===== src/inc/tcp_pkg.sv =====
/*
   constants and carrier types for the timer capture/compare/pwm block.
   assumes a 32-bit classic wishbone register bus, word-aligned offsets.
*/
`default_nettype none
package tcp_pkg;
   // ----------------------------------------
   // register offsets
   // ----------------------------------------
   localparam logic [7:0] OFF_CTRL = 8'h00;
   localparam logic [7:0] OFF_COUNT = 8'h04;
   localparam logic [7:0] OFF_LIMIT = 8'h08;
   localparam logic [7:0] OFF_C0CTL = 8'h0C;
   localparam logic [7:0] OFF_C0VAL = 8'h10;
   localparam logic [7:0] OFF_C1CTL = 8'h14;
   localparam logic [7:0] OFF_C1VAL = 8'h18;
   // ----------------------------------------
   // timer and channel control fields, reset values, prescaler width
   // ----------------------------------------
   localparam int CTRL_FLAG = 7;
   localparam int CTRL_IE = 6;
   localparam int CTRL_HALT = 5;
   localparam int CTRL_CLR = 4;
   localparam int CHAN_FLAG = 7;
   localparam logic [2:0] RATE_EXT = 3'h7;
   localparam logic [2:0] RATE_RESET = 3'h0;
   localparam logic HALT_RESET = 1'b1;
   localparam logic [15:0] LIMIT_RESET = 16'hFFFF;
   localparam logic [15:0] COUNT_RESET = 16'h0000;
   localparam logic [15:0] VAL_RESET = 16'h0000;
   localparam int PRESC_W = 6;
   // ----------------------------------------
   // channel encodings
   // ----------------------------------------
   localparam logic [1:0] MODE_CAPT = 2'h0;
   localparam logic [1:0] MODE_UNBUF = 2'h1;
   localparam logic [1:0] MODE_BUF = 2'h2;
   localparam logic [1:0] ELS_OFF = 2'h0;
   localparam logic [1:0] ELS_TOGGLE = 2'h1;
   localparam logic [1:0] ELS_CLEAR = 2'h2;
   localparam logic [1:0] ELS_SET = 2'h3;
   typedef struct packed {
      logic flag;
      logic irq_en;
      logic [1:0] mode;
      logic [1:0] els;
      logic tov;
      logic full;
   } tcp_chan_ctl_t;
   localparam tcp_chan_ctl_t CHAN_CTL_RESET = 8'h00;
endpackage
`default_nettype wire


===== src/core/tcp_timer.sv =====
/*
   one 16-bit timer: prescaler, counter with period limit, two channels
   of input capture, output compare and pwm, channel pairing.
   assumes a classic wishbone master and pins synchronous to clk_i.
*/
// Chosen here: register access over Wishbone and the address map.
`timescale 1ns/1ps
`default_nettype none
module tcp_timer #(
   parameter bit SECOND_TIMER = 1'b1
) (
   input wire logic clk_i,
   input wire logic rst_i,
   input wire logic wb_cyc_i,
   input wire logic wb_stb_i,
   input wire logic wb_we_i,
   input wire logic [7:0] wb_adr_i,
   input wire logic [3:0] wb_sel_i,
   input wire logic [31:0] wb_dat_i,
   output logic [31:0] wb_dat_o,
   output logic wb_ack_o,
   input wire logic [1:0] chan_pin_i,
   output logic [1:0] chan_pin_o,
   output logic [1:0] chan_pin_oe_o,
   input wire logic ext_count_clock_pin_i,
   output logic irq_o
);
   // ----------------------------------------
   // bus slave
   // ----------------------------------------
   logic ack_reg;
   logic [31:0] dat_reg;
   logic req_new;
   logic wr;
   logic [31:0] rd_next;
   logic wr_ctrl;
   logic wr_limit;
   logic [1:0] wr_ctl;
   logic [1:0] wr_val;
   logic rd_ctrl;
   logic [1:0] rd_ctl;

   logic wrap_flag_reg;
   logic wrap_arm_reg;
   logic wrap_ie_reg;
   logic halt_reg;
   logic [2:0] rate_reg;
   logic [15:0] limit_reg;
   logic [15:0] cnt_reg;
   logic [15:0] cnt_next;
   localparam int PW = tcp_pkg::PRESC_W;
   logic [PW-1:0] presc_reg;
   logic [PW-1:0] presc_mask;
   logic ext_prev_reg;
   logic tick;
   logic clr_req;
   logic count_tick;
   logic wrap_evt;
   logic linked;
   logic act_sel_reg;
   logic last_wr_reg;
   logic irq_reg;
   tcp_pkg::tcp_chan_ctl_t ctl_all [2];
   logic [15:0] val_all [2];
   logic [1:0] capt_vec;
   logic [1:0] match_vec;
   logic [1:0] pin_vec;

   assign req_new = wb_cyc_i & wb_stb_i & ~ack_reg;
   assign wr = wb_cyc_i & wb_stb_i & wb_we_i & ack_reg;
   assign wr_ctrl = wr & wb_sel_i[0] & (wb_adr_i == tcp_pkg::OFF_CTRL);
   assign wr_limit = wr & (wb_adr_i == tcp_pkg::OFF_LIMIT);
   assign wr_ctl[0] = wr & wb_sel_i[0] & (wb_adr_i == tcp_pkg::OFF_C0CTL);
   assign wr_ctl[1] = wr & wb_sel_i[0] & (wb_adr_i == tcp_pkg::OFF_C1CTL);
   assign wr_val[0] = wr & (wb_adr_i == tcp_pkg::OFF_C0VAL);
   assign wr_val[1] = wr & (wb_adr_i == tcp_pkg::OFF_C1VAL);
   assign rd_ctrl = req_new & ~wb_we_i & (wb_adr_i == tcp_pkg::OFF_CTRL);
   assign rd_ctl[0] = req_new & ~wb_we_i & (wb_adr_i == tcp_pkg::OFF_C0CTL);
   assign rd_ctl[1] = req_new & ~wb_we_i & (wb_adr_i == tcp_pkg::OFF_C1CTL);

   always_comb
   begin
      rd_next = 32'h00000000;
      case (wb_adr_i)
         tcp_pkg::OFF_CTRL:
            rd_next = {24'h000000, wrap_flag_reg, wrap_ie_reg, halt_reg,
                       2'h0, rate_reg};
         tcp_pkg::OFF_COUNT: rd_next = {16'h0000, cnt_reg};
         tcp_pkg::OFF_LIMIT: rd_next = {16'h0000, limit_reg};
         tcp_pkg::OFF_C0CTL: rd_next = {24'h000000, ctl_all[0]};
         tcp_pkg::OFF_C0VAL: rd_next = {16'h0000, val_all[0]};
         tcp_pkg::OFF_C1CTL: rd_next = {24'h000000, ctl_all[1]};
         tcp_pkg::OFF_C1VAL: rd_next = {16'h0000, val_all[1]};
         default: rd_next = 32'h00000000;
      endcase
   end

   always_ff @(posedge clk_i)
   begin
      if (rst_i)
      begin
         ack_reg <= 1'b0;
         dat_reg <= 32'h00000000;
      end
      else
      begin
         ack_reg <= req_new;
         if (req_new)
            dat_reg <= wb_we_i ? 32'h00000000 : rd_next;
      end
   end

   assign wb_ack_o = ack_reg;
   assign wb_dat_o = dat_reg;

   // ----------------------------------------
   // timer control register
   // ----------------------------------------
   assign clr_req = wr_ctrl & wb_dat_i[tcp_pkg::CTRL_CLR];

   always_ff @(posedge clk_i)
   begin
      if (rst_i)
      begin
         wrap_ie_reg <= 1'b0;
         halt_reg <= tcp_pkg::HALT_RESET;
         rate_reg <= tcp_pkg::RATE_RESET;
      end
      else if (wr_ctrl)
      begin
         wrap_ie_reg <= wb_dat_i[tcp_pkg::CTRL_IE];
         halt_reg <= wb_dat_i[tcp_pkg::CTRL_HALT];
         rate_reg <= wb_dat_i[2:0];
      end
   end

   // wrap flag: read while set, then write 0; a new wrap wins
   always_ff @(posedge clk_i)
   begin
      if (rst_i)
      begin
         wrap_flag_reg <= 1'b0;
         wrap_arm_reg <= 1'b0;
      end
      else
      begin
         if (wrap_evt)
            wrap_flag_reg <= 1'b1;
         else if (wr_ctrl && !wb_dat_i[tcp_pkg::CTRL_FLAG] && wrap_arm_reg)
            wrap_flag_reg <= 1'b0;
         if (wrap_evt || wr_ctrl)
            wrap_arm_reg <= 1'b0;
         else if (rd_ctrl && wrap_flag_reg)
            wrap_arm_reg <= 1'b1;
      end
   end

   // ----------------------------------------
   // prescaler and counter
   // ----------------------------------------
   assign presc_mask = PW'((7'h01 << rate_reg) - 7'h01);

   always_comb
   begin
      if (rate_reg == tcp_pkg::RATE_EXT)
         tick = SECOND_TIMER & ext_count_clock_pin_i & ~ext_prev_reg;
      else
         tick = (presc_reg & presc_mask) == presc_mask;
   end

   assign count_tick = tick & ~halt_reg & ~clr_req;
   assign wrap_evt = count_tick & (cnt_reg == limit_reg);
   assign cnt_next = wrap_evt ? tcp_pkg::COUNT_RESET : cnt_reg + 16'h0001;

   always_ff @(posedge clk_i)
   begin
      if (rst_i)
         ext_prev_reg <= 1'b0;
      else
         ext_prev_reg <= ext_count_clock_pin_i;
   end

   always_ff @(posedge clk_i)
   begin
      if (rst_i || clr_req)
         presc_reg <= '0;
      else if (!halt_reg)
         presc_reg <= presc_reg + PW'(1);
   end

   always_ff @(posedge clk_i)
   begin
      if (rst_i || clr_req)
         cnt_reg <= tcp_pkg::COUNT_RESET;
      else if (count_tick)
         cnt_reg <= cnt_next;
   end

   always_ff @(posedge clk_i)
   begin
      if (rst_i)
         limit_reg <= tcp_pkg::LIMIT_RESET;
      else if (wr_limit)
      begin
         if (wb_sel_i[0])
            limit_reg[7:0] <= wb_dat_i[7:0];
         if (wb_sel_i[1])
            limit_reg[15:8] <= wb_dat_i[15:8];
      end
   end

   // ----------------------------------------
   // channel pairing
   // ----------------------------------------
   assign linked = ctl_all[0].mode[1];

   always_ff @(posedge clk_i)
   begin
      if (rst_i || !linked)
      begin
         act_sel_reg <= 1'b0;
         last_wr_reg <= 1'b0;
      end
      else
      begin
         if (wr_val[1])
            last_wr_reg <= 1'b1;
         else if (wr_val[0])
            last_wr_reg <= 1'b0;
         if (wrap_evt)
            act_sel_reg <= last_wr_reg;
      end
   end

   // ----------------------------------------
   // channels
   // ----------------------------------------
   genvar gi;
   generate
      for (gi = 0; gi < 2; gi++)
      begin : g_chan
         tcp_pkg::tcp_chan_ctl_t ctl_reg;
         logic [15:0] val_reg;
         logic [15:0] val_use;
         logic arm_reg;
         logic prev_reg;
         logic pin_reg;
         logic pin_next;
         logic oe_reg;
         logic active;
         logic capt_mode;
         logic cmp_mode;
         logic capt_evt;
         logic match_evt;

         assign active = (gi == 0) || !linked;
         assign capt_mode = (ctl_reg.mode == tcp_pkg::MODE_CAPT) &&
                            (ctl_reg.els != tcp_pkg::ELS_OFF);
         assign cmp_mode = ctl_reg.mode != tcp_pkg::MODE_CAPT;
         assign capt_evt = active & capt_mode &
            ((ctl_reg.els[0] & chan_pin_i[gi] & ~prev_reg) |
             (ctl_reg.els[1] & ~chan_pin_i[gi] & prev_reg));
         assign val_use = (gi == 0 && linked && act_sel_reg) ?
                          val_all[1] : val_reg;
         assign match_evt = active & cmp_mode & count_tick &
                            (cnt_next == val_use);

         always_comb
         begin
            pin_next = pin_reg;
            if (wrap_evt && ctl_reg.tov)
               pin_next = ~pin_reg;
            if (match_evt)
            begin
               case (ctl_reg.els)
                  tcp_pkg::ELS_TOGGLE: pin_next = ~pin_next;
                  tcp_pkg::ELS_CLEAR: pin_next = 1'b0;
                  tcp_pkg::ELS_SET: pin_next = 1'b1;
                  default: pin_next = pin_next;
               endcase
            end
            if (ctl_reg.full && ctl_reg.tov)
               pin_next = 1'b1;
         end

         always_ff @(posedge clk_i)
         begin
            if (rst_i)
            begin
               pin_reg <= 1'b0;
               oe_reg <= 1'b0;
               prev_reg <= 1'b0;
            end
            else
            begin
               pin_reg <= pin_next;
               oe_reg <= active & cmp_mode &
                         (ctl_reg.els != tcp_pkg::ELS_OFF);
               prev_reg <= chan_pin_i[gi];
            end
         end

         always_ff @(posedge clk_i)
         begin
            if (rst_i)
               ctl_reg <= tcp_pkg::CHAN_CTL_RESET;
            else
            begin
               if (wr_ctl[gi])
                  ctl_reg[6:0] <= wb_dat_i[6:0];
               if (capt_evt || match_evt)
                  ctl_reg.flag <= 1'b1;
               else if (wr_ctl[gi] && !wb_dat_i[tcp_pkg::CHAN_FLAG] &&
                        arm_reg)
                  ctl_reg.flag <= 1'b0;
            end
         end

         always_ff @(posedge clk_i)
         begin
            if (rst_i || capt_evt || match_evt || wr_ctl[gi])
               arm_reg <= 1'b0;
            else if (rd_ctl[gi] && ctl_reg.flag)
               arm_reg <= 1'b1;
         end

         always_ff @(posedge clk_i)
         begin
            if (rst_i)
               val_reg <= tcp_pkg::VAL_RESET;
            else if (capt_evt)
               val_reg <= cnt_reg;
            else if (wr_val[gi])
            begin
               if (wb_sel_i[0])
                  val_reg[7:0] <= wb_dat_i[7:0];
               if (wb_sel_i[1])
                  val_reg[15:8] <= wb_dat_i[15:8];
            end
         end

         assign ctl_all[gi] = ctl_reg;
         assign val_all[gi] = val_reg;
         assign capt_vec[gi] = capt_evt;
         assign match_vec[gi] = match_evt;
         assign pin_vec[gi] = pin_reg;
         assign chan_pin_o[gi] = pin_reg;
         assign chan_pin_oe_o[gi] = oe_reg;
      end
   endgenerate

   // ----------------------------------------
   // interrupt request
   // ----------------------------------------
   always_ff @(posedge clk_i)
   begin
      if (rst_i)
         irq_reg <= 1'b0;
      else
         irq_reg <= (wrap_flag_reg & wrap_ie_reg) |
            (ctl_all[0].flag & ctl_all[0].irq_en) |
            (ctl_all[1].flag & ctl_all[1].irq_en & ~linked);
   end

   assign irq_o = irq_reg;
endmodule // tcp_timer
`default_nettype wire


===== config.mk =====
export PLATFORM = sky130hd
export DESIGN_NAME = tcp_timer
export DESIGN_NICKNAME = d
export VERILOG_FILES = /design/src/inc/tcp_pkg.sv /design/src/core/tcp_timer.sv
export SDC_FILE = /design/constraint.sdc
export NUM_CORES = 1
export LEC_CHECK = 0
export ABC_AREA = 1
export BUFFER_PORTS_ARGS = -buffer_cell sky130_fd_sc_hd__clkbuf_2
export CORE_MARGIN = 1.5
export CORE_UTILIZATION = 39
export CTS_CLUSTER_SIZE = 14
export DETAILED_ROUTE_END_ITERATION = 8
export PLACE_DENSITY = 0.68
export SLEW_MARGIN = 20
export SYNTH_ARGS = -nofsm -noshare
export SYNTH_HDL_FRONTEND = slang
export SYNTH_SLANG_ARGS = --single-unit

===== constraint.sdc =====
create_clock -name clk_i -period 2.72 [get_ports clk_i]
set_input_delay 0.136 -clock clk_i [delete_from_list [all_inputs] [get_ports clk_i]]
set_output_delay 0.136 -clock clk_i [all_outputs]
set_load 0.03 [all_outputs]

======== Word level (Yosys, flattened, before mapping) ========
Cells that the tools add are included.
W data, S select, Z words.
storage, ports and cells
  input bits .............................. 52
  bits in registers ....................... 138
  output and inout port bits .............. 38
  word-level logic and storage cells ...... 201
cells by class
  shifts and indexed selects .............. 1
  reductions and logical operators ........ 53
  $add $sub $neg .......................... 3
  bitwise gates (word level) .............. 61
  eq/ne operators ......................... 17
  mux-type cells .......................... 27
operators with widths
  kind                     number
  $pmux W16 S7             1
  $mux W16                 6
  $eq A16 B16 Y1           3
  $and A1 B1 Y1            42
  $mux W32                 1
  $reduce_bool A2 Y1       14
  $eq A8 B5 Y1 const B     3
  $add A16 B1 Y16 const B  1
  $eq A8 B4 Y1 const B     2
  $logic_and A1 B1 Y1      16
  $mux W8                  2
  $mux W1                  15
  $not A1 Y1               14
  $reduce_and A2 Y1        6
  $logic_or A1 B1 Y1       11
  $eq A2 B2 Y1 const B     4
  $eq A8 B3 Y1 const B     1
  $logic_not A8 Y1         1
  $add A6 B1 Y6 const B    1
  $and A6 B6 Y6            1
  $eq A6 B6 Y1             1
  $pmux W1 S3              2
  $shl A1 B3 Y6 const A    1
  $sub A6 B1 Y6 const B    1
  6 further kinds          12

======== Depth between registers and ports, before layout ========
Gate-level depths: netlist of run 1.
  depth after elaboration ................. 15
  mapped depth ............................ 21
  mapped depth without buffers ............ 20

======== Least setup slack after synthesis of run 1 ========
Ideal clock, no wire load.
  path type ............................... reg-to-reg
  start point ............................. register ack_reg (netlist: wb_ack_o)
  end point ............................... register g_chan[1].ctl_reg, in the netlist ctl_all[7]
  library setup time ...................... 0.067 ns
  required time ........................... 2.653 ns
  cell stages (with the launch flop) ...... 19
  clock period less this slack ............ 2.179 ns
  path buffers ............................ 1
  data arrival time ....................... 2.111 ns
  path slack .............................. 0.541 ns
  cells stage by stage .................... dfxtp_1 > nand2_1 > nor2_1 > inv_1 > nor2_2 > nand3_2 > nand2_2 > nor2_4 > nand2_8 > buf_8 > nand2_1 > nand2_1 > nand2_1 > nor2_1 > nand2_1 > nor2_2 > nand3_1 > and2_1 > a21oi_2
on the way
  longest elaborated chain between the ends .. 12
  elaborated cells between the ends (all ways) .. 17
  those cells by class .................... eq/ne: 1; mux: 2; bitwise: 10; reduce/logical: 4
RTL lines
  what                                                  line                              text
  start: declaration                                    tcp_timer.sv:31                   logic ack_reg;
  start signal: assignment                              tcp_timer.sv:107                  ack_reg <= req_new;
  $and A1 B1 Y1 (*)                                     tcp_timer.sv:70                   assign wr = wb_cyc_i & wb_stb_i & wb_we_i & ack_reg;
  $and A1 B1 Y1 (*)                                     tcp_timer.sv:71, tcp_timer.sv:74
  $and A1 B1 Y1                                         tcp_timer.sv:71                   assign wr_ctrl = wr & wb_sel_i[0] & (wb_adr_i == tcp_pkg::OFF_CTRL);
  $and A1 B1 Y1                                         tcp_timer.sv:119                  assign clr_req = wr_ctrl & wb_dat_i[tcp_pkg::CTRL_CLR];
  $not A1 Y1                                            tcp_timer.sv:171                  assign count_tick = tick & ~halt_reg & ~clr_req;
  $and A1 B1 Y1                                         tcp_timer.sv:171
  $and A1 B1 Y1                                         tcp_timer.sv:172                  assign wrap_evt = count_tick & (cnt_reg == limit_reg);
  $mux W16                                              tcp_timer.sv:173                  assign cnt_next = wrap_evt ? tcp_pkg::COUNT_RESET : cnt_reg + 16'h0001;
  $eq A16 B16 Y1                                        tcp_timer.sv:266                  (cnt_next == val_use);
  $and A1 B1 Y1                                         tcp_timer.sv:265                  assign match_evt = active & cmp_mode & count_tick &
  $logic_or A1 B1 Y1                                    tcp_timer.sv:311                  if (capt_evt || match_evt)
  $mux W1 / $reduce_bool A2 Y1 (equally long branches)  -
  end signal: assignment                                tcp_timer.sv:306                  ctl_reg <= tcp_pkg::CHAN_CTL_RESET;
  end: declaration                                      tcp_timer.sv:242                  tcp_pkg::tcp_chan_ctl_t ctl_reg;
Mark *: on every way between the ends. The rest lies on a longest branch, timed or not.
A chain may end at the register's enable or synchronous reset.

======== Worst setup path after layout of run 1 ========
  start point ............................. register cnt_reg[0]
  end point ............................... register g_chan[1].pin_reg
on the way
  longest elaborated chain between the ends .. 8
  elaborated cells between the ends (all ways) .. 12
  those cells by class .................... add/sub: 1; eq/ne: 2; mux: 5; bitwise: 3; reduce/logical: 1
RTL lines
  what                                                     line              text
  start: declaration                                       tcp_timer.sv:49   logic [15:0] cnt_reg;
  start signal: assignment                                 tcp_timer.sv:194  cnt_reg <= tcp_pkg::COUNT_RESET;
  start signal: assignment                                 tcp_timer.sv:196  cnt_reg <= cnt_next;
  branches (longest 6 deep; another with $add A16 B1 Y16)  -
  $mux W1 (*)                                              tcp_timer.sv:273  if (match_evt)
  $mux W1 (*)                                              tcp_timer.sv:282  if (ctl_reg.full && ctl_reg.tov)
  end signal: assignment                                   tcp_timer.sv:296  pin_reg <= pin_next;
  end: declaration                                         tcp_timer.sv:247  logic pin_reg;
Mark *: on every way between the ends.

==> summary.md, run 1 <==
| Metric | Value |
|---|---|
| Relative slew slack | a little under three fifths |
| Root Driver | clkbuf_16 |
| Initial core utilization | 40.32% |
| Mux contribution to synthesized area | 0% |
| Number of H-tree levels | 4 |
| Leak | 3.763 nW |
| Die Ht | 137.2 um |
| Layout Area Growth over Synthesis | 19.53% |
| Simple-Gate Fraction of Synth Area | 28.13% |
| Worst r2r src | cnt_reg[0] |
| Routability Congestion | roughly 0.94 |
| CTS Buf Count | 17 |
| Final worst-path cycle share | 94.17% |
| Post-DP HPWL | 16870 um |
| Pwr/cell area | 502.4 nW/um^2 |
| Sequential share of the synthesized area | 34.78% |
| Number of diodes | 0 |
| Final hold vios | 0 |
| Largest family of logic cells by synthesized area | simple AND/OR/NAND/NOR gates |
| Largest register FFs | 32 |
| Synth Area in Compound Gates | 20.83% |
| Final Setup Violations | 0 |
| Via count | 7523 |
| WL per Instance | 16.94 um |
| Core box area | between 15000 and 20000 sq um |
| HP Class | in2reg |
| Clk Latency, worst-skew pair | 0.43 ns |
| Vias in the first global route | around 6600 |
| Final ANT Viol Nets | 0 |
| Cell mode on critical path | nand2_1 |
| Synth Flop Type | dfxtp_1 |
| Port bufs | 55 |
| CTS tree | yes |
| Crit path time final | 2.561 ns |
| Largest net degree at the start of global routing | 55 |
| Synth Warn # | 0 |
| Final WL | 23530 um |
| # IOs | 90 |
| Cell count of the worst hold path | 3 |
| CP startpoint kind | flip-flop |
| Top cell type's share of synthesized area | around a third |
| # rows | 48 |
| Critical Path AT | 2.89 ns |
| Post-synth ARST share | 0% |
| Drt first pass iters | 6 |
| Mapped Area | about 7000 sq um |
| Grt ovf | 0 |
| Yosys reg bits | 122 |
| Unique masters post-synth | 43 |
| CP max stage delay | 0.32 ns |
| Peak supply drop | 0.4630 mV |
| F_max | ~0.39 GHz |
| Num Clock Sinks | between 100 and 150 |
| Share of layout cells above drive strength 1 | 13.40% |
| DRC Markers | 0 |
| Finished Core Util | 48.20% |
| Fin. max-slew vios | 0 |
| Slew at the pin closest to its max-slew limit | 0.6581 ns |
| DR iter-0 viols | 820 |
| Mapped Cells | between 1000 and 1500 |
| Clk_skew | 0.007882 ns |
| Post-Synth XOR/XNOR Area | 3.741% |
| WS Path Type | reg2reg |
| Die width | ~140 um |
| Setup TNS | 0 ns |
| Critical path origin | cnt_reg[0] |
| GRT Util Overall | 25.22% |
| Hold Crit Start | wb_dat_i[8] |
| Worst setup EP type | flip-flop |
| Critical Path RT | 3.05 ns |
| Critical-path top delay cell | dfxtp_1 |
| Die area | around 19000 sq um |
| Number of synthesized flops with an enable pin | 0 |
| RSZ-0062 raised after global routing | yes |
| Crit path max fanout | 12 |
| Vias per cell | 5.416 |
| Max-cap viol count | 0 |
| Status | finished, final reports clean |
| Nets | 1206 |
| FF-to-FF path depth | 18 |
| CTS Buffer Depth | 2 |
| Largest area contributor in the netlist | dfxtp_1 |
| Initial antenna violation count | 0 |
| Avg Inst Size Synth | approximately 6.5 sq um |
| Synth area leaders | dfxtp_1, nand2_1, o21ai_0 |
| Synthesized-area fraction occupied by adder cells | 0.3563% |
| CP Cell Sequence | buf_4, xnor2_1, nand2_1, nor2_1, nand2_1, nor2_4, buf_4, nand2_4, nand3_1, nand2_1, nor2_1, nand2_1, nor2_4, nand3_1, nand2_1, nand3_1, nand2_1, inv_1 |
| First-pass GRT wire length | approximately 36000 um |
| Clk slew on worst S/H paths | roughly 0.06 ns |
==> layout make-up <==
cell class	instances	area [sq um]
clock buffer	18	439.2
clock inverter	13	147.6
fill	1756	9022
inverter	134	503.0
multi-input combinational	769	3831
sequential	122	2445
tap	225	281.5
timing repair buffer	108	747.0
==> kinds of logic (layout without fill, tap and decap cells) <==
group,after synthesis,after routing
other,1,16
AND/OR/NAND/NOR,465,466
adder cells (fa/ha/maj),2,2
buffers and inverters,198,273
XOR/XNOR,30,30
flip-flops,122,122
AO/OA/AOI/OAI,255,255
==> cell usage in the layout (no fill, tap or decap), types with 4 or more instances in the layout <==
cell | synthesis | routed
xnor2_1 | 13 | 13
xor2_1 | 17 | 17
o211ai_1 | 10 | 10
nand2_1 | 275 | 275
a31oi_1 | 17 | 17
inv_1 | 127 | 127
clkbuf_16 | 0 | 18
nor2_1 | 76 | 74
clkinvlp_4 | 0 | 7
o21ai_0 | 97 | 96
dfxtp_1 | 122 | 120
nor3_1 | 12 | 11
buf_4 | 20 | 38
o22ai_1 | 10 | 10
nand3_1 | 70 | 69
nor2_4 | 3 | 6
nor2_2 | 6 | 5
dlygate4sd3_1 | 0 | 11
clkinv_1 | 4 | 4
a221oi_1 | 7 | 7
a21oi_1 | 75 | 74
nand4_1 | 11 | 11
conb_1 | 1 | 16
clkbuf_2 | 0 | 55
a211oi_1 | 24 | 24
==> worst paths after layout <==
path,end,slack [ns]
worst min-delay path,limit_reg[8],0.02
worst max-delay path,g_chan[1].pin_reg,0.16
worst max register to register,g_chan[1].pin_reg,0.16
worst min register to register,wb_dat_o[15],0.46
==> per-layer routing <==
layer | up-vias | routed length [um] | global-route usage, %
li1 | 3668 | - | -
met4 | 0 | 731 | 9.415
met1 | 3444 | 10480 | 33.95
met3 | 63 | 1905 | 5.776
met5 | - | 0 | 0
met2 | 348 | 10410 | 39.34
==> Yosys cell counts, types with 3 or more instances <==
library cell and n:
a211oi_1 24, a21oi_1 75, a221oi_1 7, a31oi_1 17, buf_2 5, buf_4 20
clkbuf_1 34, clkinv_1 4, dfxtp_1 122, inv_1 127, inv_2 3, nand2_1 275
nand2_2 3, nand3_1 70, nand4_1 11, nor2_1 76, nor2_2 6, nor2_4 3
nor3_1 12, o2111ai_1 3, o211ai_1 10, o21ai_0 97, o21bai_1 3, o221ai_1 3
o22ai_1 10, o31ai_1 3, xnor2_1 13, xor2_1 17
==> timing repair <==
item	4_1_cts	5_1_grt
resized for setup	0	12
setup endpoints to repair	0	6
hold buffers	11	0
buffers inserted	0	2
endpoints found under the hold margin	16	0
==> through the flow <==
stage	area (sq um)	total power, mW	setup slack (ns)	hold slack, ns	cells
floorplan	7079	1.935	0.5415	0.2607	1088
global placement	7606	1.979	0.1337	0.3543	1343
detailed placement	7606	1.978	0.09634	0.3674	1343
CTS	8303	4.225	0.08690	0.007812	1385
global route	8394	4.319	-0.02237	0.02400	1389
finish	8394	4.217	0.1586	0.01525	1389
==> worst max-delay path, delay by kind of cell (launching register included) <==
family / cells / cell delay (ns)
flops: 1 / 0.32
simple gates: 14 / 1.51
xor+xnor: 1 / 0.27
buf+inv: 3 / 0.35
==> report_power, final <==
| part | total (mW) | internal, mW | switching (mW) |
|---|---|---|---|
| clock network | 2.26 | 1.37 | 0.892 |
| logic | 0.165 | 0.0450 | 0.120 |
| registers | 1.79 | 1.79 | 0.00126 |
(Power assumes the default switching activity.)
==> inputs of run 2 (changes only) <==
--- a/config.mk
+++ b/config.mk
@@ -11,6 +11,7 @@
 export CORE_UTILIZATION = 39
 export CTS_CLUSTER_SIZE = 14
 export DETAILED_ROUTE_END_ITERATION = 8
+export HOLD_SLACK_MARGIN = 0.06
 export PLACE_DENSITY = 0.68
 export SLEW_MARGIN = 20
 export SYNTH_ARGS = -nofsm -noshare
==> summary.md, run 2 (synthesis results as in run 1) <==
| Metric | Value |
|---|---|
| Status | finished, final reports clean |
| CP startpoint kind | flip-flop |
| Hold EP | last_wr_reg |
| Die width | 137.2 um (unchanged) |
| Die Ht | 137.2 um (unchanged) |
| Via count | 7565 (+0.56%) |
| Fill count | 1745 (-0.63%) |
| Worst r2r src | cnt_reg[0] |
| Reg2Reg Setup Slack | 0.15 ns (about the same) |
| Share of layout cells above drive strength 1 | 13.23% (-0.18 points) |
| Clk slew on worst S/H paths | 0.06 ns (about the same) |
| # IOs | 90 (unchanged) |
| Critical Path AT | 2.89 ns (about the same) |
| Final ANT Viol Nets | 0 (unchanged) |
| Initial antenna violation count | 0 (unchanged) |
| First-pass GRT wire length | 35700 um (about the same) |
| Initial core utilization | 40.32% (unchanged) |
| Leak | 3.797 nW (+0.89%) |
| Peak supply drop | 0.4601 mV (-0.61%) |
| Hold Crit Start | wb_stb_i |
| FF-to-FF path depth | 17 (-1) |
| Number of H-tree levels | 4 (unchanged) |
| Final Setup Violations | 0 (unchanged) |
| FF-to-FF End | g_chan[1].pin_reg |
| Slew at the pin closest to its max-slew limit | 0.6407 ns (-0.01735 ns) |
| Finished Core Util | 48.67% (+0.47 points) |
| # rows | 48 (unchanged) |
| Vias per cell | 5.415 (about the same) |
| Largest net degree at the start of global routing | 55 (unchanged) |
| Placed cells | 1343 (unchanged) |
| Crit path time final | 2.569 ns (+0.007313 ns) |
| Grt ovf | 0 (unchanged) |
| DRC Markers | 0 (unchanged) |
| Commonest non-fill, non-tap cell in the layout | nand2_1 |
| Nets | 1214 (+0.66%) |
| Core box area | 17420 sq um (unchanged) |
| WS Path Type | reg2reg |
| DR iter-0 viols | 849 (+3.5%) |
| CTS Buffer Depth | 2 (unchanged) |
| Drt first pass iters | 5 (-1) |
| Pwr/cell area | 498.0 nW/um^2 (-0.89%) |
| Clk Latency, worst-skew pair | 0.43 ns (about the same) |
| Cell count of the worst hold path | 5 (+2) |
| Layout Area Growth over Synthesis | 20.70% |
| F_max | 0.3893 GHz (-0.28%) |
| Crit path max fanout | 3 (-9) |
| WL per Instance | 16.80 um (-0.80%) |
| Number of diodes | 0 (unchanged) |
| Critical Path RT | 3.04 ns (about the same) |
| Post-DP HPWL | 16870 um (unchanged) |
| CTS tree | yes |
| RSZ-0062 raised after global routing | yes |
| GRT Util Overall | 25.22% (about the same) |
| Final hold vios | 0 (unchanged) |
| Vias in the first global route | 6641 (+0.48%) |
| Hold Slack | 0.09275 ns (+0.07750 ns) |
| Commonest non-fill, non-tap cells in the layout | nand2_1, inv_1, dfxtp_1 |
| Final std cells w/o fill | 1397 (+0.58%) |
| CTS Buf Count | 17 (unchanged) |
| Final WL | 23480 um (-0.23%) |
| Final worst-path cycle share | 94.44% (+0.27 points) |
| Relative slew slack | 57.18% (+1.1 points) |
| HP Class | in2reg |
| Worst setup EP type | flip-flop |
| Fin. max-slew vios | 0 (unchanged) |
| Largest register FFs | 32 (unchanged) |
| Root Driver | clkbuf_16 |
| Routability Congestion | 0.9434 (unchanged) |
| Port bufs | 55 (unchanged) |
| Die area | 18820 sq um (unchanged) |
| Num Clock Sinks | 122 (unchanged) |
| Max-cap viol count | 0 (unchanged) |
| Clk_skew | 0.008017 ns (+0.0001349 ns) |
-- run 2: layer usage --
metal	global-route usage, %	up-vias	wire length (um)
met1	33.63	3453	10230
met2	39.14	376	10430
li1	-	3678	-
met4	10.06	0	686
met3	6.181	58	2134
met5	0	-	0
-- run 2: power breakdown --
| part | internal [mW] | switching [mW] |
|---|---|---|
| clock network | 1.37 | 0.886 |
| registers | 1.79 | 0.00127 |
| logic | 0.0533 | 0.120 |
-- run 2: worst max path at each step --
stage | startpoint | end | slack [ns] | depth (start not counted)
after floorplan | wb_ack_o | ctl_all[7] | 0.54 | 18
after global placement | wb_ack_o | g_chan[1].pin_reg | 0.13 | 20
after detailed placement | wb_ack_o | g_chan[1].pin_reg | 0.1 | 20
after CTS | wb_ack_o | ctl_all[7] | 0.09 | 18
after global routing | cnt_reg[0] | g_chan[1].pin_reg | -0.03 | 18
final | cnt_reg[0] | g_chan[1].pin_reg | 0.15 | 17
-- run 2: per-stage QoR --
step / setup WS (ns) / area [sq um] / power (mW) / setup TNS, ns
4_1_cts: 0.08690 / 8393 / 4.235 / 0
3_5_place_dp: 0.09634 / 7606 / 1.978 / 0
3_3_place_gp: 0.1337 / 7606 / 1.979 / 0
6_report: 0.1512 / 8477 / 4.221 / 0
5_1_grt: -0.03494 / 8477 / 4.329 / -0.03868
2_1_floorplan: 0.5415 / 7079 / 1.935 / 0
-- run 2: final cells by class --
type / instances / area [sq um] / share of cell area, %
clock buffer: 18 / 439.2 / 5.181
clock inverter: 13 / 147.6 / 1.742
inverter: 134 / 503.0 / 5.934
multi-input combinational: 769 / 3831 / 45.20
sequential: 122 / 2445 / 28.84
tap: 225 / 281.5 / 3.321
timing repair buffer: 116 / 829.5 / 9.786
-- run 2: repair_timing --
item                                    4_1_cts  5_1_grt
hold buffers                                 20        0
gates resized for setup                       0       12
endpoints found under the hold margin        29        0
endpoints found under the setup margin        0        6
setup buffers                                 0        1
-- run 2: worst max-delay path: stages (launching register included) --
cell and delay, ns:
dfxtp_1 0.34, ha_1 0.20, nand2_1 0.11, nor2_2 0.18
nand4_1 0.22, nor2_1 0.17, xor2_1 0.18, inv_1 0.09
nand3_1 0.08, nand2_1 0.05, nor2_1 0.12, nand2_1 0.13
nor2_4 0.17, nand3_1 0.15, nand2_1 0.09, nand3_1 0.06
nand2_1 0.07, inv_1 0.04
